[src/hdl/ulms_pkg.sv]
// Purpose: constants for the uart line and modem status block
// Assumes: apb register map with one byte-wide register per aligned word
// Notes: offsets below are byte addresses
package ulms_pkg;
  localparam int ADDR_W = 8;
  localparam int FIFO_DEPTH = 32;
  localparam int CNT_W = 6;
  // register byte offsets
  localparam logic [7:0] OFF_LINE_STATUS = 8'h00;
  localparam logic [7:0] OFF_MODEM_STATUS = 8'h04;
  localparam logic [7:0] OFF_SCRATCH = 8'h08;
  localparam logic [7:0] OFF_MODEM_CONTROL = 8'h0C;
  localparam logic [7:0] OFF_ENH_FEATURE = 8'h10;
  localparam logic [7:0] OFF_FEATURE_CTRL = 8'h14;
  localparam logic [7:0] OFF_IRQ_ENABLE = 8'h18;
  localparam logic [7:0] OFF_FIFO_CTRL = 8'h1C;
  // field positions
  localparam int MC_RTS = 1;
  localparam int MC_DTR = 0;
  localparam int MC_OP1 = 2;
  localparam int MC_OP2 = 3;
  localparam int MC_LOOP = 4;
  localparam int MC_PRESCALE = 7;
  localparam int EF_ENH = 4;
  localparam int EF_AUTO_CTS = 7;
  localparam int FC_SWAP = 6;
  localparam int IE_LINE = 2;
  localparam int IE_MODEM = 3;
  localparam int XF_TX_DIS = 4;
  localparam int XF_RX_DIS = 5;
  localparam int XF_NINE = 6;
  localparam int XF_FAST_IR = 7;
  localparam int FF_EN = 0;
  // reset values
  localparam logic [7:0] SCRATCH_RST = 8'hFF;
  localparam logic [7:0] ZERO_RST = 8'h00;
  // timing
  localparam int PRESCALE_DIV = 4;
  localparam logic [1:0] PRESCALE_LAST = 2'(PRESCALE_DIV - 1);
  localparam int IR_SLOW_NUM = 3;
  localparam int IR_SLOW_DEN = 16;
  localparam int IR_FAST_NUM = 1;
  localparam int IR_FAST_DEN = 4;
  typedef enum logic [1:0] {CNT_RX, CNT_TX, CNT_ALT} ulms_cnt_type;
endpackage

[src/hdl/ulms_status.sv]
// Purpose: line status, modem status and extended control of a fifo uart
// Assumes: receiver/transmitter cores report events as one-cycle pulses
// Notes: apb slave, zero wait states; one byte per aligned word
// Functional notes
// - prescaler divides clock by four when enabled
// - overrun interrupts immediately; errors at head
// - data ready while any character held
// - overrun when full; fifo left intact
// - parity error belongs to head character
// - framing error belongs to head character
// - break loads one character, held till idle
// - holding empty tracks register or fifo
// - transmitter empty when holding and shifter empty
// - fifo error summary while errored character present
// - input changes set delta bits, modem interrupt
// - ring change only on rising input
// - auto flow pauses transmit while input high
// - upper bits inverted pins or loopback outputs
// - extended write disables transmitter or receiver
// - bit six selects nine-bit multidrop
// - bit seven selects infrared pulse width
// - scratch register resets to all ones
// - swap sends scratch writes to mode register
// - mode bits select counter readback
// - alternating mode starts with receive level
// - swap reads return fifo level
//
// Our own choices: the register addresses and the APB slave port.
`timescale 1ns/10ps
module ulms_status #(
  parameter int DEPTH = ulms_pkg::FIFO_DEPTH
) (
  input wire logic clk,
  input wire logic arst_n,
  input wire logic psel,
  input wire logic penable,
  input wire logic pwrite,
  input wire logic [ulms_pkg::ADDR_W-1:0] paddr,
  input wire logic [31:0] pwdata,
  output logic [31:0] prdata,
  output logic pready,
  output logic pslverr,
  input wire logic rxCharDone,
  input wire logic [7:0] rxCharData,
  input wire logic rxParityBad,
  input wire logic rxFrameBad,
  input wire logic rxLineLow,
  input wire logic rxPop,
  input wire logic txPush,
  input wire logic txShiftLoad,
  input wire logic txShiftDone,
  input wire logic cts_n,
  input wire logic dsr_n,
  input wire logic ring_indicator_in_n,
  input wire logic carrier_detect_in_n,
  output logic [7:0] rxHeadData,
  output logic baudClkEn,
  output logic txAllowed,
  output logic rxEnable,
  output logic nineBitMode,
  output logic fastIrMode,
  output logic [4:0] irPulseSixteenths,
  output logic lineIrq,
  output logic modemIrq,
  output logic rts_n,
  output logic dtr_n
);
  import ulms_pkg::*;

  function automatic logic [CNT_W-1:0] incDec(input logic [CNT_W-1:0] c, input logic up,
                                               input logic dn);
    incDec = c + CNT_W'(up) - CNT_W'(dn);
  endfunction

  // apb decode
  wire logic access = psel && penable;
  wire logic wrEn = access && pwrite;
  wire logic rdEn = access && !pwrite;
  wire logic hitLs = paddr == OFF_LINE_STATUS;
  wire logic hitMs = paddr == OFF_MODEM_STATUS;
  wire logic hitSp = paddr == OFF_SCRATCH;
  wire logic hitMc = paddr == OFF_MODEM_CONTROL;
  wire logic hitEf = paddr == OFF_ENH_FEATURE;
  wire logic hitFc = paddr == OFF_FEATURE_CTRL;
  wire logic hitIe = paddr == OFF_IRQ_ENABLE;
  wire logic hitFf = paddr == OFF_FIFO_CTRL;
  wire logic mapped = hitLs | hitMs | hitSp | hitMc | hitEf | hitFc | hitIe | hitFf;
  wire logic [7:0] wb = pwdata[7:0];

  logic [7:0] mcr_q, efr_q, feature_control_q, ier_q, fcr_q, xfw_q, spr_q, enhanced_mode_select_q;
  wire logic enh = efr_q[EF_ENH];
  wire logic fifoOn = fcr_q[FF_EN];
  wire logic loopOn = mcr_q[MC_LOOP];
  wire logic swapOn = feature_control_q[FC_SWAP];

  always_ff @(posedge clk or negedge arst_n) begin
    if (!arst_n) begin
      mcr_q <= ZERO_RST;
      efr_q <= ZERO_RST;
      feature_control_q <= ZERO_RST;
      ier_q <= ZERO_RST;
      fcr_q <= ZERO_RST;
      xfw_q <= ZERO_RST;
      spr_q <= SCRATCH_RST;
      enhanced_mode_select_q <= ZERO_RST;
    end else if (wrEn) begin
      if (hitMc) mcr_q <= wb;
      if (hitEf) efr_q <= wb;
      if (hitFc) feature_control_q <= wb;
      if (hitIe) ier_q <= wb;
      if (hitFf) fcr_q <= wb;
      if (hitMs && enh) xfw_q <= wb;
      if (hitSp && !swapOn) spr_q <= wb;
      if (hitSp && swapOn) enhanced_mode_select_q <= wb;
    end
  end

  // prescaler: enable pulse every fourth clock when selected
  logic [1:0] pre_q;
  wire logic preSel = mcr_q[MC_PRESCALE] && enh;
  always_ff @(posedge clk or negedge arst_n) begin
    if (!arst_n) pre_q <= 2'h0;
    else pre_q <= (pre_q == PRESCALE_LAST) ? 2'h0 : pre_q + 2'h1;
  end

  // receive fifo with per-character error tags
  logic [7:0] rxMem [DEPTH];
  logic [2:0] tagMem [DEPTH];
  logic [CNT_W-2:0] rxWr_q, rxRd_q;
  logic [CNT_W-1:0] rxCnt_q, txCnt_q, errCnt_q;
  logic ovr_q, brkHeld_q, holdFull_q, shiftBusy_q;
  wire logic rxFull = fifoOn ? (rxCnt_q == CNT_W'(DEPTH)) : (rxCnt_q != 6'h00);
  wire logic rxOn = !(xfw_q[XF_RX_DIS] && enh);
  // break is only loaded once per low period
  wire logic brkChar = rxCharDone && rxLineLow;
  wire logic takeChar = rxCharDone && rxOn && !rxFull && !(brkChar && brkHeld_q);
  wire logic ovrEv = rxCharDone && rxOn && rxFull;
  wire logic popOk = rxPop && (rxCnt_q != 6'h00);
  wire logic [2:0] inTag = {brkChar, rxFrameBad, rxParityBad};
  wire logic [2:0] headTag = (rxCnt_q != 6'h00) ? tagMem[rxRd_q] : 3'h0;
  wire logic inErr = takeChar && (inTag != 3'h0);
  wire logic outErr = popOk && (headTag != 3'h0);

  always_ff @(posedge clk) begin
    if (takeChar) begin
      rxMem[rxWr_q] <= rxCharData;
      tagMem[rxWr_q] <= inTag;
    end
  end

  always_ff @(posedge clk or negedge arst_n) begin
    if (!arst_n) begin
      rxWr_q <= '0;
      rxRd_q <= '0;
      rxCnt_q <= '0;
      errCnt_q <= '0;
      brkHeld_q <= 1'b0;
    end else begin
      if (takeChar) rxWr_q <= rxWr_q + 1'b1;
      if (popOk) rxRd_q <= rxRd_q + 1'b1;
      rxCnt_q <= incDec(rxCnt_q, takeChar, popOk);
      errCnt_q <= incDec(errCnt_q, inErr, outErr);
      brkHeld_q <= rxLineLow && (brkHeld_q || brkChar);
    end
  end

  // transmit side occupancy
  wire logic txOn = !(xfw_q[XF_TX_DIS] && enh);
  wire logic txCap = fifoOn ? (txCnt_q != CNT_W'(DEPTH)) : (txCnt_q == 6'h00);
  wire logic pushOk = txPush && txCap;
  wire logic loadOk = txShiftLoad && (txCnt_q != 6'h00);
  always_ff @(posedge clk or negedge arst_n) begin
    if (!arst_n) begin
      txCnt_q <= '0;
      shiftBusy_q <= 1'b0;
    end else begin
      txCnt_q <= incDec(txCnt_q, pushOk, loadOk);
      if (loadOk) shiftBusy_q <= 1'b1;
      else if (txShiftDone) shiftBusy_q <= 1'b0;
    end
  end

  // line status assembly
  wire logic rxErrNow = ovrEv;
  wire logic msRead = rdEn && hitMs;
  wire logic lsRead = rdEn && hitLs;
  always_ff @(posedge clk or negedge arst_n) begin
    if (!arst_n) ovr_q <= 1'b0;
    else ovr_q <= rxErrNow || (ovr_q && !lsRead);
  end
  wire logic thrEmpty = txCnt_q == 6'h00;
  wire logic txIdle = thrEmpty && !shiftBusy_q;
  wire logic [7:0] lineStatus = {errCnt_q != 6'h00, txIdle, thrEmpty, headTag,
                                 ovr_q, rxCnt_q != 6'h00};

  // modem inputs: three-flop sync, change accepted when stages two and three agree
  logic [3:0] s1_q, s2_q, s3_q, pin_q, delta_q;
  wire logic [3:0] pinsRaw = {carrier_detect_in_n, ring_indicator_in_n, dsr_n, cts_n};
  wire logic [3:0] loopVal = ~{mcr_q[MC_OP2], mcr_q[MC_OP1], mcr_q[MC_DTR], mcr_q[MC_RTS]};
  wire logic [3:0] agreed = (s2_q == s3_q) ? s3_q : pin_q;
  wire logic [3:0] effN = loopOn ? loopVal : agreed;
  wire logic [3:0] chg = effN ^ pin_q;
  // ring flag: input low-to-high only
  wire logic [3:0] deltaEv = {chg[3], chg[2] & effN[2], chg[1], chg[0]};
  always_ff @(posedge clk or negedge arst_n) begin
    if (!arst_n) begin
      s1_q <= 4'hF;
      s2_q <= 4'hF;
      s3_q <= 4'hF;
      pin_q <= 4'hF;
      delta_q <= 4'h0;
    end else begin
      s1_q <= pinsRaw;
      s2_q <= s1_q;
      s3_q <= s2_q;
      pin_q <= effN;
      delta_q <= deltaEv | (delta_q & {4{!msRead}});
    end
  end
  wire logic [7:0] modemStatus = {~pin_q, delta_q};

  // fifo level readback
  logic altTx_q;
  wire logic [1:0] cm = enhanced_mode_select_q[1:0];
  wire ulms_cnt_type cntMode = !cm[0] ? CNT_RX : (cm[1] ? CNT_ALT : CNT_TX);
  wire logic spRead = rdEn && hitSp && swapOn;
  always_ff @(posedge clk or negedge arst_n) begin
    if (!arst_n) altTx_q <= 1'b0;
    else if (wrEn && hitSp && swapOn) altTx_q <= 1'b0;
    else if (spRead && cntMode == CNT_ALT) altTx_q <= !altTx_q;
  end
  logic [CNT_W-1:0] lvl;
  always_comb begin
    case (cntMode)
      CNT_RX: lvl = rxCnt_q;
      CNT_TX: lvl = txCnt_q;
      CNT_ALT: lvl = altTx_q ? txCnt_q : rxCnt_q;
      default: lvl = rxCnt_q;
    endcase
  end
  wire logic [7:0] spVal = swapOn ? {2'h0, lvl} : spr_q;

  wire logic [7:0] rdByte = ({8{hitLs}} & lineStatus) | ({8{hitMs}} & modemStatus) |
                            ({8{hitSp}} & spVal) | ({8{hitMc}} & mcr_q) |
                            ({8{hitEf}} & efr_q) | ({8{hitFc}} & feature_control_q) |
                            ({8{hitIe}} & ier_q) | ({8{hitFf}} & fcr_q);

  // interrupts: overrun at once, other errors only at the head
  wire logic lineSrc = ovr_q || (headTag != 3'h0);
  wire logic autoCts = efr_q[EF_AUTO_CTS];
  // pin_q holds the pin level, so a high clear-to-send pin pauses
  wire logic ctsPause = autoCts && pin_q[0];

  always_ff @(posedge clk or negedge arst_n) begin
    if (!arst_n) begin
      prdata <= 32'h0000_0000;
      pready <= 1'b0;
      pslverr <= 1'b0;
      rxHeadData <= 8'h00;
      baudClkEn <= 1'b0;
      txAllowed <= 1'b0;
      rxEnable <= 1'b1;
      nineBitMode <= 1'b0;
      fastIrMode <= 1'b0;
      irPulseSixteenths <= 5'h03;
      lineIrq <= 1'b0;
      modemIrq <= 1'b0;
      rts_n <= 1'b1;
      dtr_n <= 1'b1;
    end else begin
      prdata <= (psel && !penable && !pwrite) ? {24'h0, rdByte} : prdata;
      pready <= psel && !penable;
      pslverr <= psel && !penable && !mapped;
      rxHeadData <= (rxCnt_q != 6'h00) ? rxMem[rxRd_q] : 8'h00;
      baudClkEn <= !preSel || (pre_q == PRESCALE_LAST);
      // hold off after the current character, not mid-frame
      txAllowed <= txOn && !(ctsPause && !shiftBusy_q);
      rxEnable <= rxOn;
      nineBitMode <= xfw_q[XF_NINE];
      fastIrMode <= xfw_q[XF_FAST_IR];
      irPulseSixteenths <= xfw_q[XF_FAST_IR] ? 5'(IR_FAST_NUM * IR_SLOW_DEN / IR_FAST_DEN) :
                           5'(IR_SLOW_NUM);
      lineIrq <= ier_q[IE_LINE] && lineSrc;
      modemIrq <= ier_q[IE_MODEM] && (delta_q != 4'h0);
      rts_n <= loopOn ? 1'b1 : !mcr_q[MC_RTS];
      dtr_n <= loopOn ? 1'b1 : !mcr_q[MC_DTR];
    end
  end
endmodule

[config.mk]
export PLATFORM = sky130hd
export DESIGN_NAME = ulms_status
export DESIGN_NICKNAME = d
export VERILOG_FILES = /design/src/hdl/ulms_pkg.sv /design/src/hdl/ulms_status.sv
export SDC_FILE = /design/constraint.sdc
export NUM_CORES = 1
export LEC_CHECK = 0
export ABC_CLOCK_PERIOD_IN_PS = 3900
export BUFFER_PORTS_ARGS = -buffer_cell sky130_fd_sc_hd__buf_2
export CORE_UTILIZATION = 25
export CTS_CLUSTER_SIZE = 40
export DETAILED_ROUTE_END_ITERATION = 7
export PLACE_DENSITY_LB_ADDON = 0.05
export SETUP_SLACK_MARGIN = 0.15
export SYNTH_ARGS = -nofsm -noshare
export SYNTH_HDL_FRONTEND = slang
export SYNTH_SLANG_ARGS = --single-unit
[constraint.sdc]
create_clock -name clk -period 3.9 [get_ports clk]
set_input_delay 0.585 -clock clk [delete_from_list [all_inputs] [get_ports clk]]
set_output_delay 0.585 -clock clk [all_outputs]
set_load 0.02 [all_outputs]
-- Word level (Yosys, flattened, before mapping)
Memories as Yosys holds them, arrays and structs flattened.
Index checks and enable logic that the tools add are counted.
- flip-flop bits (word level): 142
- bits in latches: 0
- memory bits (writable): 352
- ROM bits: 0
- input bits: 65
- output and inout port bits: 56
- memories: 2
- memory list (memory ; depth ; width ; read ports ; clocked after memory_dff ; write ports ; RTL line ; RTL):
    rxMem ; 32 ; 8 ; 1 ; 0 ; 1 ; ulms_status.sv:127 ; logic [7:0] rxMem [DEPTH];
    tagMem ; 32 ; 3 ; 1 ; 0 ; 1 ; ulms_status.sv:128 ; logic [2:0] tagMem [DEPTH];
- add/sub/neg operators: 9
- multipliers: 0
- divide/modulo/power cells: 0
- order comparisons: 0
- eq/ne operators: 13
- shift-type cells: 0
- mux-type cells: 21
- bitwise gates (word level): 28
- reductions and logical operators: 76
- operator list (operator ; count):
    8-bit bitwise AND ; 8
    8-bit bitwise OR ; 7
    1-bit logical AND ; 38
    8-bit by 5-bit equality test with 1-bit output (second input constant) ; 4
    6-bit by 1-bit adder with 6-bit output ; 3
    6-bit nonzero test ; 3
    6-bit by 1-bit subtractor with 6-bit output ; 3
    8-bit by 4-bit equality test with 1-bit output (second input constant) ; 2
    1-bit zero test ; 16
    8-bit two-way mux ; 2
    2-bit AND reduction ; 8
    6-bit case mux with 2 select lines ; 1
    5-bit by 1-bit adder with 5-bit output (second input constant) ; 2
    1-bit two-way mux ; 10
    8-bit by 3-bit equality test with 1-bit output (second input constant) ; 1
    8-bit zero test ; 1
    4-bit two-way mux ; 2
    4-bit NOT ; 2
    1-bit bitwise OR ; 7
    6-bit equality test (second input constant) ; 1
    6-bit zero test ; 1
    2-bit two-way mux ; 3
    3-bit two-way mux ; 2
    6-bit two-way mux ; 1
    13 further kinds ; 19

-- Logic depth before layout (Yosys ltp)
Gate-level depths: netlist of the first run.
- word-level depth: 12
- gate-level depth with buffers: 18
- gate-level depth less buffers: 17

-- Worst setup path before layout of the first run
Ideal clock, no wire load.
- path type: reg-to-reg
- start: reg rxRd_q[0]
- end: reg errCnt_q[4]
- arrival time: 3274 ps
- required time: 3778 ps
- setup slack: 504 ps
- stages on the path, launching flop included: 19
- buffers on the path: 3
- cell sequence: dfrtp_1 -> clkbuf_1 -> buf_2 -> buf_2 -> mux4_2 -> a22oi_1 -> nand3_1 -> nand3_1 -> a31oi_1 -> ha_1 -> inv_1 -> ha_1 -> inv_1 -> fa_1 -> inv_1 -> a21oi_1 -> nor2_1 -> nor2_1 -> xnor2_1
- cells in the longest elaborated chain, start to end: 5
- ends and longest elaborated chain (item ; RTL line ; RTL):
    start, declared ; ulms_status.sv:129 ; logic [CNT_W-2:0] rxWr_q, rxRd_q;
    start signal, assigned ; ulms_status.sv:160 ; if (popOk) rxRd_q <= rxRd_q + 1'b1;
    memory 32 x 3 bit ; -- ;
    3-bit two-way mux ; ulms_status.sv:140 ; wire logic [2:0] headTag = (rxCnt_q != 6'h00) ? tagMem[rxRd_q] : 3'h0;
    3-bit nonzero test ; ulms_status.sv:142 ; wire logic outErr = popOk && (headTag != 3'h0);
    1-bit logical AND ; ulms_status.sv:142 ;
    6-bit by 1-bit subtractor with 6-bit output ; ulms_status.sv:72 ; incDec = c + CNT_W'(up) - CNT_W'(dn);
    end signal, assigned ; ulms_status.sv:162 ; errCnt_q <= incDec(errCnt_q, inErr, outErr);
    end, declared ; ulms_status.sv:130 ; logic [CNT_W-1:0] rxCnt_q, txCnt_q, errCnt_q;
No other way between the ends.
A chain may end at the register's enable or synchronous reset.

-- Final worst setup path of the first run
Ends and elaborated chain as after synthesis.

==> results_dict.tcl, run 1 <==
set metrics [dict create \
    synthFlopType "edfxtp_1" \
    syn_area_mm2 0.0203 \
    clock_sinks 488 \
    io_buffers 70 \
    fmax_mhz 285 \
    htreeDepth 2 \
    wl_mm 55.0 \
    post-route-period-util_pct 90.0 \
    cts_root_buffer "clkbuf_16" \
    drc 0 \
    clkTransAtPathRegs_ns 0.06 \
    synth.top_cell.area_share_pct 52.1 \
    die_area_mm2 0.0823 \
    reg2reg_to "errCnt_q[4]$_DFF_PN0_" \
    worst_skew_pair.late_latency_ns 0.63 \
    tns_ns 0 \
    rr_startpoint "rxRd_q[0]$_DFFE_PN0P_" \
    power_density_mw_per_mm2 655 \
    start_kind "flip-flop" \
    cp.required_ns 4.40 \
    antenna_found_initial 0 \
    overflow 0 \
    hold_violations 0 \
    io_pins 121 \
    drv_cap 0 \
    drtIter0Drc 468 \
    worst_ep_arrival_time_ns 4.00 \
    die_w_um 287 \
    min_period_ns 3.51 \
    numCtsBuffers 60 \
    crit_fanout 13 \
    end_kind "flip-flop" \
    setup_viol 0 \
    fin_skew_ns 0.0327 \
    dr_total_vias 10300 \
    ys_warn_count 0 \
    critical_path_class "flip-flop to flip-flop" \
    final_antenna_net_count 0 \
    seq_area_frac_synth_pct 69.0 \
    syn_avg_cell_area_um2 17.7 \
    finalWeightedCongestion 0.717 \
    ys_types 67 \
    grt_max_degree 60 \
    rrSetupSlack_ns 0.39 \
    rsz0062_at_grt "false" \
    viasPerCell 4.28 \
    dr.pass1.iters 7 \
    n_fill_cell 7971 \
    clockBufferDepth 3 \
    report.final.slew_viol_count 0 \
    dpl_worst_slack_ns 0.238 \
    ys_seq_elements 488 \
    start_util_pct 25.2 \
    startpoint "rxRd_q[0]$_DFFE_PN0P_" \
    coreArea_mm2 0.0804 \
    layout-drive-gt1-share_pct 33.9 \
    async_flop_share_pct 27.9 \
    core.rowCount 104 \
    die_h_um 287 \
    grt_pass1_vias 11400 \
    dp_hpwl_mm 35.6 \
    p_leak_nw 8.75 \
    num-nets-final 1405 \
    synth_top_area_cell "edfxtp_1" \
    syn_to_final_growth_pct 19.9 \
    setup_ws_ns 0.391 \
    diodes 0 \
    worstSetupEndpoint "errCnt_q[4]$_DFF_PN0_" \
    max-vdd-ir-drop_uv 295 \
    cts_tree "built" \
    status "complete, no violations" \
    synthCells 1148 \
    hold_class "input port to flip-flop" \
    r2r_cells 16 \
    synth_enable_flop_cells 352 \
    tightest_slew_ns 0.669 \
    wire_per_inst_um 22.8 \
    grt_pass1_wl_mm 80.6 \
    grtUsageTotal_pct 13.5 \
    relSlewSlack_pct 55.4 \
    synth_area_leaders "edfxtp_1 52%, dfrtp_1 13%, mux4_2 11%" \
]
## critical path: stages, from the launching register on
cell and delay [ns]:
dfrtp_4 0.59, clkbuf_16 0.25, mux4_2 0.50, mux2i_1 0.22, o2111ai_1 0.17, nand3_1 0.17
a31oi_2 0.13, ha_1 0.29, inv_1 0.06, ha_1 0.15, inv_1 0.06, fa_1 0.42
inv_1 0.07, a21oi_1 0.05, nor2_1 0.09, nor2_1 0.06, xnor2_1 0.12
## per-layer routing
metal / share of wire (%) / track usage (%)
met1: 46 / 18.1
met2: 48 / 22.5
met3: 3.4 / 2.10
met4: 2.3 / 4.11
met5: 0 / 0
## final cells by class
cell class	count	area, µm²	share of cell area, %
sequential	488	14000	57.6
clock buffer	89	1770	7.28
inverter	42	158	0.648
tap	1060	1330	5.45
clock inverter	23	299	1.23
timing repair buffer	148	975	4.00
multi-input combinational	565	5790	23.8
## sequential cells by signal, summed over array words and instances (netlist names), 5 cells and up
signal             count
rxCnt_q                6
efr_q                  8
fcr_q                  8
ier_q                  8
txCnt_q                6
feature_control_q      8
rxWr_q                 5
errCnt_q               6
rxHeadData             8
spr_q                  8
rxRd_q                 5
prdata                 8
rxMem                256
tagMem                96
mcr_q                  8
## synthesized netlist by cell type, types with 3 or more instances
cell type and n:
o211ai_1 7, a22oi_1 6, edfxtp_1 352, xor2_1 8
mux4_2 103, nor2_1 74, dfstp_2 28, dfrtp_1 108
a311oi_1 4, o21ai_0 16, mux2_4 8, a41oi_1 5
nor2b_1 7, buf_2 17, or3_1 3, inv_1 42
nand3b_1 9, clkbuf_1 22, fa_1 3, a221oi_1 4
buf_4 28, mux2i_1 23, nand3_1 12, mux2_2 60
a22o_1 4, nand4_1 10, o21bai_1 4, buf_1 9
a211o_1 6, o31ai_1 4, ha_1 32, nand2_1 41
a21o_1 7, a21oi_1 14, and2_1 6, a31oi_1 4
xnor2_1 16
## kinds of logic after synthesis
logic type | after synthesis | share of synthesized area [%]
multiplexers | 194 | 16.5
adder cells (fa/ha/maj) | 35 | 2.27
flip-flops | 488 | 69.0
AND/OR/NAND/NOR | 189 | 4.79
buffers and inverters | 120 | 2.96
other | 1 | 0.0185
AO/OA/AOI/OAI | 97 | 3.43
XOR/XNOR | 24 | 1.04
## through the flow
stage                     power, mW  area (µm²)  cells  hold slack [ns]  util, %
after global routing           16.8       24300   2415           0.0239     30.3
final                          15.9       24300   2415           0.0722     30.3
after detailed placement       10.3       22200   2300            0.347     27.6
after CTS                      16.3       24300   2413           0.0123     30.2
after floorplan                8.97       20400   1173            0.289        -
after global placement         10.4       22200   2300            0.346     27.6
## where the power goes
part	switching (mW)	internal [mW]
logic	2.10	1.88
registers	0.333	5.87
clock network	2.24	3.53
## worst min path at each step
stage | startpoint | to | slack [ns] | cells past startpoint
2_1_floorplan | arst_n | altTx_q$_DFFE_PN0P_ | 0.29 | 0
5_1_grt | cts_n | s1_q[0]$_DFF_PN1_ | 0.02 | 1
3_5_place_dp | s1_q[3]$_DFF_PN1_ | s2_q[3]$_DFF_PN1_ | 0.35 | 0
3_3_place_gp | s1_q[3]$_DFF_PN1_ | s2_q[3]$_DFF_PN1_ | 0.35 | 0
6_report | cts_n | s1_q[0]$_DFF_PN1_ | 0.07 | 1
4_1_cts | cts_n | s1_q[0]$_DFF_PN1_ | 0.01 | 1
## cell usage in the layout, fill, tap and decap left out, types with 10 or more instances in the layout
cell,n
clkbuf_1,15
mux4_2,103
dfrtp_1,105
nand3_1,12
nand2_1,41
ha_1,32
conb_1,26
a21oi_1,14
mux2i_1,23
dfstp_2,28
nand4_1,10
o21ai_0,16
mux2_2,60
nor2_1,74
clkbuf_8,12
xnor2_1,16
buf_2,69
inv_1,42
buf_4,75
edfxtp_1,352
clkbuf_16,63
## what timing repair did
action / 4_1_cts / 5_1_grt
hold buffers: 1 / 0
gates resized for setup: 0 / 1
buffers inserted: 0 / 2
setup endpoints to repair: 0 / 2
endpoints found under the hold margin: 34 / 0
Note: power is estimated with default switching activity, not from simulation.
==> inputs of run 2 (changes only) <==
--- a/config.mk
+++ b/config.mk
@@ -7,6 +7,7 @@
 export LEC_CHECK = 0
 export ABC_CLOCK_PERIOD_IN_PS = 3900
 export BUFFER_PORTS_ARGS = -buffer_cell sky130_fd_sc_hd__buf_2
+export CORE_ASPECT_RATIO = 0.6
 export CORE_UTILIZATION = 25
 export CTS_CLUSTER_SIZE = 40
 export DETAILED_ROUTE_END_ITERATION = 7
==> run 2 against run 1 <==
Utilization up 0.17 points; worst setup slack worse by 0.092 ns; via count up 4.2%; first-iteration DRC count up 80%; critical path type unchanged; sequential share of layout area up 0.074 points; clock skew down 0.0085 ns; global-route usage up 1.0 points; critical path depth up 3; sequential cell count unchanged; combinational power up 17%; largest cell class unchanged; wire length up 7.8%.
==> results_dict.tcl, run 2 (same netlist as run 1, synthesis figures left out) <==
set metrics [dict create \
    status "complete, no violations" \
    grt_pass1_vias 11100 \
    power_frac_seq_pct 38.6 \
    crit_buf_inv 7 \
    worst_skew_pair.late_latency_ns 0.61 \
    crit_chain "buf_4 > buf_4 > mux4_2 > a22oi_1 > buf_4 > nand3_1 > nand3_1 > a31oi_1 > buf_4 > ha_1 > inv_1 > ha_1 > inv_1 > fa_1 > inv_1 > a21oi_1 > nor2_1 > nor2_1 > xnor2_1" \
    drtIter0Drc 842 \
    relSlewSlack_pct 43.6 \
    crit_fanout 8 \
    grtUsageTotal_pct 14.5 \
    tightest_slew_ns 0.841 \
    rsz0062_at_grt "true" \
    worstSetupEndpoint "errCnt_q[4]$_DFF_PN0_" \
    cpMaxStageDelayCell "dfrtp_4" \
    viasPerCell 4.42 \
    min_period_ns 3.60 \
    power_density_mw_per_mm2 655 \
    layout-drive-gt1-share_pct 34.9 \
    wl_mm 59.3 \
    io_buffers 70 \
    reg2reg_to "errCnt_q[4]$_DFF_PN0_" \
    cpMostUsedCell "buf_4" \
    end_kind "flip-flop" \
    setup_viol 0 \
    fmax_mhz 278 \
    fin_skew_ns 0.0242 \
    p_leak_nw 8.76 \
    die_h_um 223 \
    comb_power_share_pct 29.2 \
    layout_top_registers "rxMem x256, tagMem x96" \
    clock_sinks 488 \
    switching_share_pct 30.7 \
    largest_reg_flops 256 \
    grt_max_degree 70 \
    dr.pass1.iters 7 \
    r2r_cells 19 \
    seqCellArea_mm2 0.0140 \
    report.final.slew_viol_count 0 \
    worst_ep_arrival_time_ns 4.09 \
    startpoint "rxRd_q[1]$_DFFE_PN0P_" \
    grt_pass1_wl_mm 85.2 \
    power_switching_mw 4.89 \
    start_util_pct 25.4 \
    cp.required_ns 4.38 \
    post-route-period-util_pct 92.3 \
    tns_ns 0 \
    power_frac_clock_pct 32.2 \
    max-vdd-ir-drop_uv 297 \
    rrSetupSlack_ns 0.30 \
    final_antenna_net_count 0 \
    htreeDepth 2 \
    cpPeakStageDelay_ns 0.56 \
    critical_path_class "flip-flop to flip-flop" \
    num-nets-final 1426 \
    die_w_um 370 \
    numCtsBuffers 51 \
    overflow 0 \
    finalWeightedCongestion 0.734 \
    drv_cap 0 \
    path_delay_family "buffers and inverters" \
    syn_to_final_growth_pct 19.8 \
    wire_per_inst_um 24.3 \
    dp_hpwl_mm 39.9 \
    die_area_mm2 0.0824 \
    dr_total_vias 10800 \
    core.rowCount 80 \
    antenna_found_initial 4 \
    drc 0 \
    hold_class "input port to flip-flop" \
    clkTransAtPathRegs_ns 0.07 \
    largest_register "rxMem" \
    io_pins 121 \
    clockBufferDepth 3 \
    n_fill_cell 7863 \
    rr_startpoint "rxRd_q[1]$_DFFE_PN0P_" \
    hold_violations 0 \
    p_int_mw 11.0 \
    start_kind "flip-flop" \
    holdWs_ns 0.0822 \
    cts_tree "built" \
    worst-path-stages 19 \
    final_common_cell "edfxtp_1" \
    layout_common_cells "352 x edfxtp_1, 105 x dfrtp_1, 103 x mux4_2" \
    multiInputGateArea_mm2 0.00582 \
    cts_root_buffer "clkbuf_16" \
    coreArea_mm2 0.0799 \
]
-- run 2: cell types whose count changed in the layout (fill, tap and decap cells not counted), moves of 3 or more --
| cell | change |
|---|---|
| clkbuf_16 | -11 |
| diode_2 | +5 |
| buf_4 | +26 |
| clkinv_1 | +3 |
| clkbuf_1 | -4 |
| clkbuf_8 | -4 |
| buf_12 | +4 |
-- run 2: worst reg2reg max path, stage by stage, from the launching register on --
cell,delay (ns)
dfrtp_4,0.56
buf_4,0.18
buf_4,0.18
mux4_2,0.30
a22oi_1,0.24
buf_4,0.16
nand3_1,0.12
nand3_1,0.15
a31oi_1,0.10
buf_4,0.16
ha_1,0.27
inv_1,0.06
ha_1,0.17
inv_1,0.06
fa_1,0.41
inv_1,0.06
a21oi_1,0.05
nor2_1,0.08
nor2_1,0.06
xnor2_1,0.12
-- run 2: power by group through the flow --
stage / registers, mW / logic, mW / clock network (mW)
2_1_floorplan: 6.15 / 2.82 / 0
5_1_grt: 6.19 / 5.07 / 5.50
4_1_cts: 6.17 / 4.59 / 5.31
6_report: 6.15 / 4.65 / 5.12
3_3_place_gp: 6.33 / 4.44 / 0
3_5_place_dp: 6.33 / 4.43 / 0
-- run 2: metal layers --
| metal | track usage [%] | wire, µm | up-vias |
|---|---|---|---|
| met5 | 0 | 0 | - |
| met4 | 2.95 | 893 | 0 |
| met3 | 2.61 | 2160 | 67 |
| met2 | 17.8 | 22000 | 178 |
| met1 | 25.2 | 34300 | 5746 |
| li1 | - | - | 4785 |
-- run 2: final cells by class --
type                       count  area share [%]
antenna                        5          0.0515
clock buffer                  70            5.92
sequential                   488            57.7
multi-input combinational    565            23.9
timing repair buffer         178            5.10
tap                         1066            5.49
inverter                      42           0.648
clock inverter                26            1.20
-- run 2: through the flow --
step / cells / util (%) / setup WS (ns) / total power, mW / instance area, µm²
2_1_floorplan: 1173 / - / 0.504 / 8.97 / 20400
3_3_place_gp: 2329 / 28.1 / 0.131 / 10.8 / 22400
3_5_place_dp: 2329 / 28.1 / 0.130 / 10.8 / 22400
4_1_cts: 2429 / 30.3 / 0.218 / 16.1 / 24200
5_1_grt: 2435 / 30.4 / 0.147 / 16.8 / 24300
6_report: 2440 / 30.4 / 0.299 / 15.9 / 24300
-- run 2: what timing repair did --
item	CTS	global route
buffers inserted	3	6
pin swaps	0	3
endpoints found under the hold margin	10	0
hold buffers	1	0
endpoints found under the setup margin	2	2
gates resized for setup	0	9
-- run 2: worst min path at each step --
stage / from / end / slack, ns / cells after the start
detailed placement: s1_q[2]$_DFF_PN1_ / s2_q[2]$_DFF_PN1_ / 0.35 / 0
CTS: ring_indicator_in_n / s1_q[2]$_DFF_PN1_ / 0.03 / 1
global route: dsr_n / s1_q[1]$_DFF_PN1_ / 0.04 / 1
global placement: s1_q[2]$_DFF_PN1_ / s2_q[2]$_DFF_PN1_ / 0.35 / 0
floorplan: arst_n / altTx_q$_DFFE_PN0P_ / 0.29 / 0
finish: ring_indicator_in_n / s1_q[2]$_DFF_PN1_ / 0.08 / 1
==> inputs of run 3 (changes only) <==
--- a/config.mk
+++ b/config.mk
@@ -5,6 +5,7 @@
 export SDC_FILE = /design/constraint.sdc
 export NUM_CORES = 1
 export LEC_CHECK = 0
+export ABC_AREA = 1
 export ABC_CLOCK_PERIOD_IN_PS = 3900
 export BUFFER_PORTS_ARGS = -buffer_cell sky130_fd_sc_hd__buf_2
 export CORE_ASPECT_RATIO = 0.6
==> run 3 against run 2 <==
Non-clock buffer count shrank 32; synthesized cell count grew 57%; critical path depth grew 2; sequential share of layout area grew 0.28 points; design area shrank 0.49%; largest cell class unchanged; wire length grew 9.8%; worst setup slack gained 0.20 ns; sequential power shrank 1%; power grew 3.2%.
==> results_dict.tcl, run 3 <==
set metrics [dict create \
    drv_cap 0 \
    synthCells 1807 \
    clockBufferDepth 3 \
    final_antenna_net_count 0 \
    io_pins 121 \
    wl_met1_mm 36.2 \
    antenna_found_initial 4 \
    hold_class "input port to flip-flop" \
    finalPower_mw 16.4 \
    end_kind "flip-flop" \
    htreeDepth 2 \
    worst_ep_arrival_time_ns 3.94 \
    worst_skew_pair.late_latency_ns 0.62 \
    synthFlopType "edfxtp_1" \
    routed.top_layer "met4" \
    synth_top_area_cell "edfxtp_1" \
    wire_per_inst_um 21.3 \
    core.rowCount 81 \
    synth.top_cell.area_share_pct 51.3 \
    drc 0 \
    layout_top_registers "rxMem x256, tagMem x96" \
    rr_startpoint "rxRd_q[0]$_DFFE_PN0P_" \
    setup_viol 0 \
    report.final.slew_viol_count 0 \
    crit_fanout 25 \
    cts_root_buffer "clkbuf_16" \
    dp_hpwl_mm 41.6 \
    die_h_um 224 \
    fmax_mhz 294 \
    rsz0062_at_grt "false" \
    syn_area_mm2 0.0206 \
    min_period_ns 3.41 \
    clock_sinks 488 \
    layout-drive-gt1-share_pct 14.6 \
    power_density_mw_per_mm2 679 \
    fin_skew_ns 0.0191 \
    io_buffers 70 \
    syn_avg_cell_area_um2 11.4 \
    overflow 0 \
    critical_path_class "flip-flop to flip-flop" \
    grt_max_degree 69 \
    start_kind "flip-flop" \
    largest_reg_flops 256 \
    final_common_cell "edfxtp_1" \
    viasPerCell 4.46 \
    n_fill_cell 8460 \
    max-vdd-ir-drop_uv 309 \
    tightest_slew_ns 0.898 \
    dr.pass1.iters 7 \
    ys_warn_count 0 \
    status "complete, no violations" \
    grt_pass1_wl_mm 93.8 \
    tns_ns 0 \
    cp.required_ns 4.43 \
    drtIter0Drc 867 \
    startpoint "rxRd_q[0]$_DFFE_PN0P_" \
    clkTransAtPathRegs_ns 0.06 \
    cts_tree "built" \
    finalWeightedCongestion 0.785 \
    die_w_um 373 \
    async_flop_share_pct 27.9 \
    synth_most_common_cell "edfxtp_1" \
    numCtsBuffers 52 \
    largest_register "rxMem" \
    coreArea_mm2 0.0815 \
    dr_wl_met3_mm 3.20 \
    synth_area_leaders "edfxtp_1 51%, dfrtp_1 13%, nand2_1 5.7%" \
    start_util_pct 25.3 \
    hold_violations 0 \
    syn_to_final_growth_pct 17.4 \
    layout_common_cells "352 x edfxtp_1, 312 x nand2_1, 233 x nor2_1" \
    synthTopCellsByCount "352 x edfxtp_1, 312 x nand2_1, 234 x nor2_1" \
    ys_types 51 \
    rrSetupSlack_ns 0.49 \
    grt_pass1_vias 13300 \
    seq_area_frac_synth_pct 68.0 \
    p_leak_nw 9.08 \
    dr_total_vias 13600 \
    met2_length_mm 24.8 \
    ys_seq_elements 488 \
    post-route-period-util_pct 87.3 \
    wl_mm 65.1 \
    grtUsageTotal_pct 15.4 \
    die_area_mm2 0.0836 \
    relSlewSlack_pct 40.1 \
    min_from "dsr_n" \
    num-nets-final 2025 \
    synth_enable_flop_cells 352 \
]
[run 3: power by group]
| group | switching [mW] | leakage [nW] | total, mW | internal, mW |
|---|---|---|---|---|
| Clock | 2.20 | 0.857 | 5.08 | 2.89 |
| Sequential | 0.212 | 4.81 | 6.08 | 5.87 |
| Combinational | 3.62 | 3.41 | 5.26 | 1.64 |
| Total | 6.03 | 9.08 | 16.4 | 10.4 |
[run 3: worst paths after layout]
kind	end	cells after the start
max reg2reg	errCnt_q[4]$_DFF_PN0_	21
min reg2reg	s2_q[3]$_DFF_PN1_	0
min in group asynchronous	delta_q[3]$_DFF_PN0_	2
max in group asynchronous	spr_q[2]$_DFFE_PN1P_	3
max	errCnt_q[4]$_DFF_PN0_	21
min	s1_q[1]$_DFF_PN1_	1
[run 3: cell type report]
class                      instances  area, µm²  share of cell area (%)
antenna                            3       7.51                  0.0310
clock buffer                      67       1450                    5.99
clock inverter                    29        260                    1.08
inverter                         112        433                    1.79
multi-input combinational       1125       5620                    23.2
sequential                       488      14000                    57.9
tap                             1079       1350                    5.58
timing repair buffer             146       1060                    4.38
[run 3: worst max-delay path, stage by stage (launching register included)]
cell	delay (ns)
dfrtp_4	0.51
clkinv_8	0.16
buf_16	0.21
nand2_1	0.07
nand3_1	0.08
nand3_1	0.12
nand2_1	0.10
nor2_2	0.19
nand2_1	0.13
nand3_1	0.11
nand3_1	0.12
nand2_1	0.08
inv_1	0.05
ha_1	0.26
inv_1	0.05
ha_1	0.13
inv_1	0.06
fa_1	0.44
inv_1	0.07
a21oi_1	0.06
o21ai_1	0.16
xor2_1	0.15
[run 3: logic make-up (layout without fill, tap and decap cells)]
family / after synthesis / after routing / share of synthesized area (%)
compound gates: 350 / 350 / 9.48
xor+xnor: 23 / 23 / 0.978
fa+ha+maj: 35 / 35 / 2.23
buf+inv: 219 / 354 / 5.24
flops: 488 / 488 / 68.0
other cells: 1 / 29 / 0.0182
simple gates: 691 / 691 / 14.1
[run 3: routing by layer]
metal | vias to the layer above | global-route usage, %
li1 | 6491 | -
met1 | 6811 | 25.0
met2 | 229 | 20.3
met3 | 71 | 3.07
met4 | 0 | 3.11
met5 | - | 0
[run 3: per-stage QoR]
step | util (%) | std cells | worst slack, ns | hold slack (ns) | instance area, µm²
floorplan | - | 1832 | 1.11 | 0.289 | 20700
global placement | 27.5 | 2946 | 0.219 | 0.348 | 22400
detailed placement | 27.5 | 2946 | 0.279 | 0.348 | 22400
CTS | 29.6 | 3043 | 0.247 | 0.0238 | 24100
global route | 29.7 | 3046 | 0.207 | 0.0341 | 24200
finish | 29.7 | 3049 | 0.494 | 0.0712 | 24200
[run 3: what timing repair did]
| item | 4_1_cts | 5_1_grt |
|---|---|---|
| endpoints found under the setup margin | 0 | 2 |
| setup buffers | 0 | 1 |
| endpoints found under the hold margin | 45 | 0 |
| resized for setup | 0 | 9 |
| hold buffers | 1 | 0 |
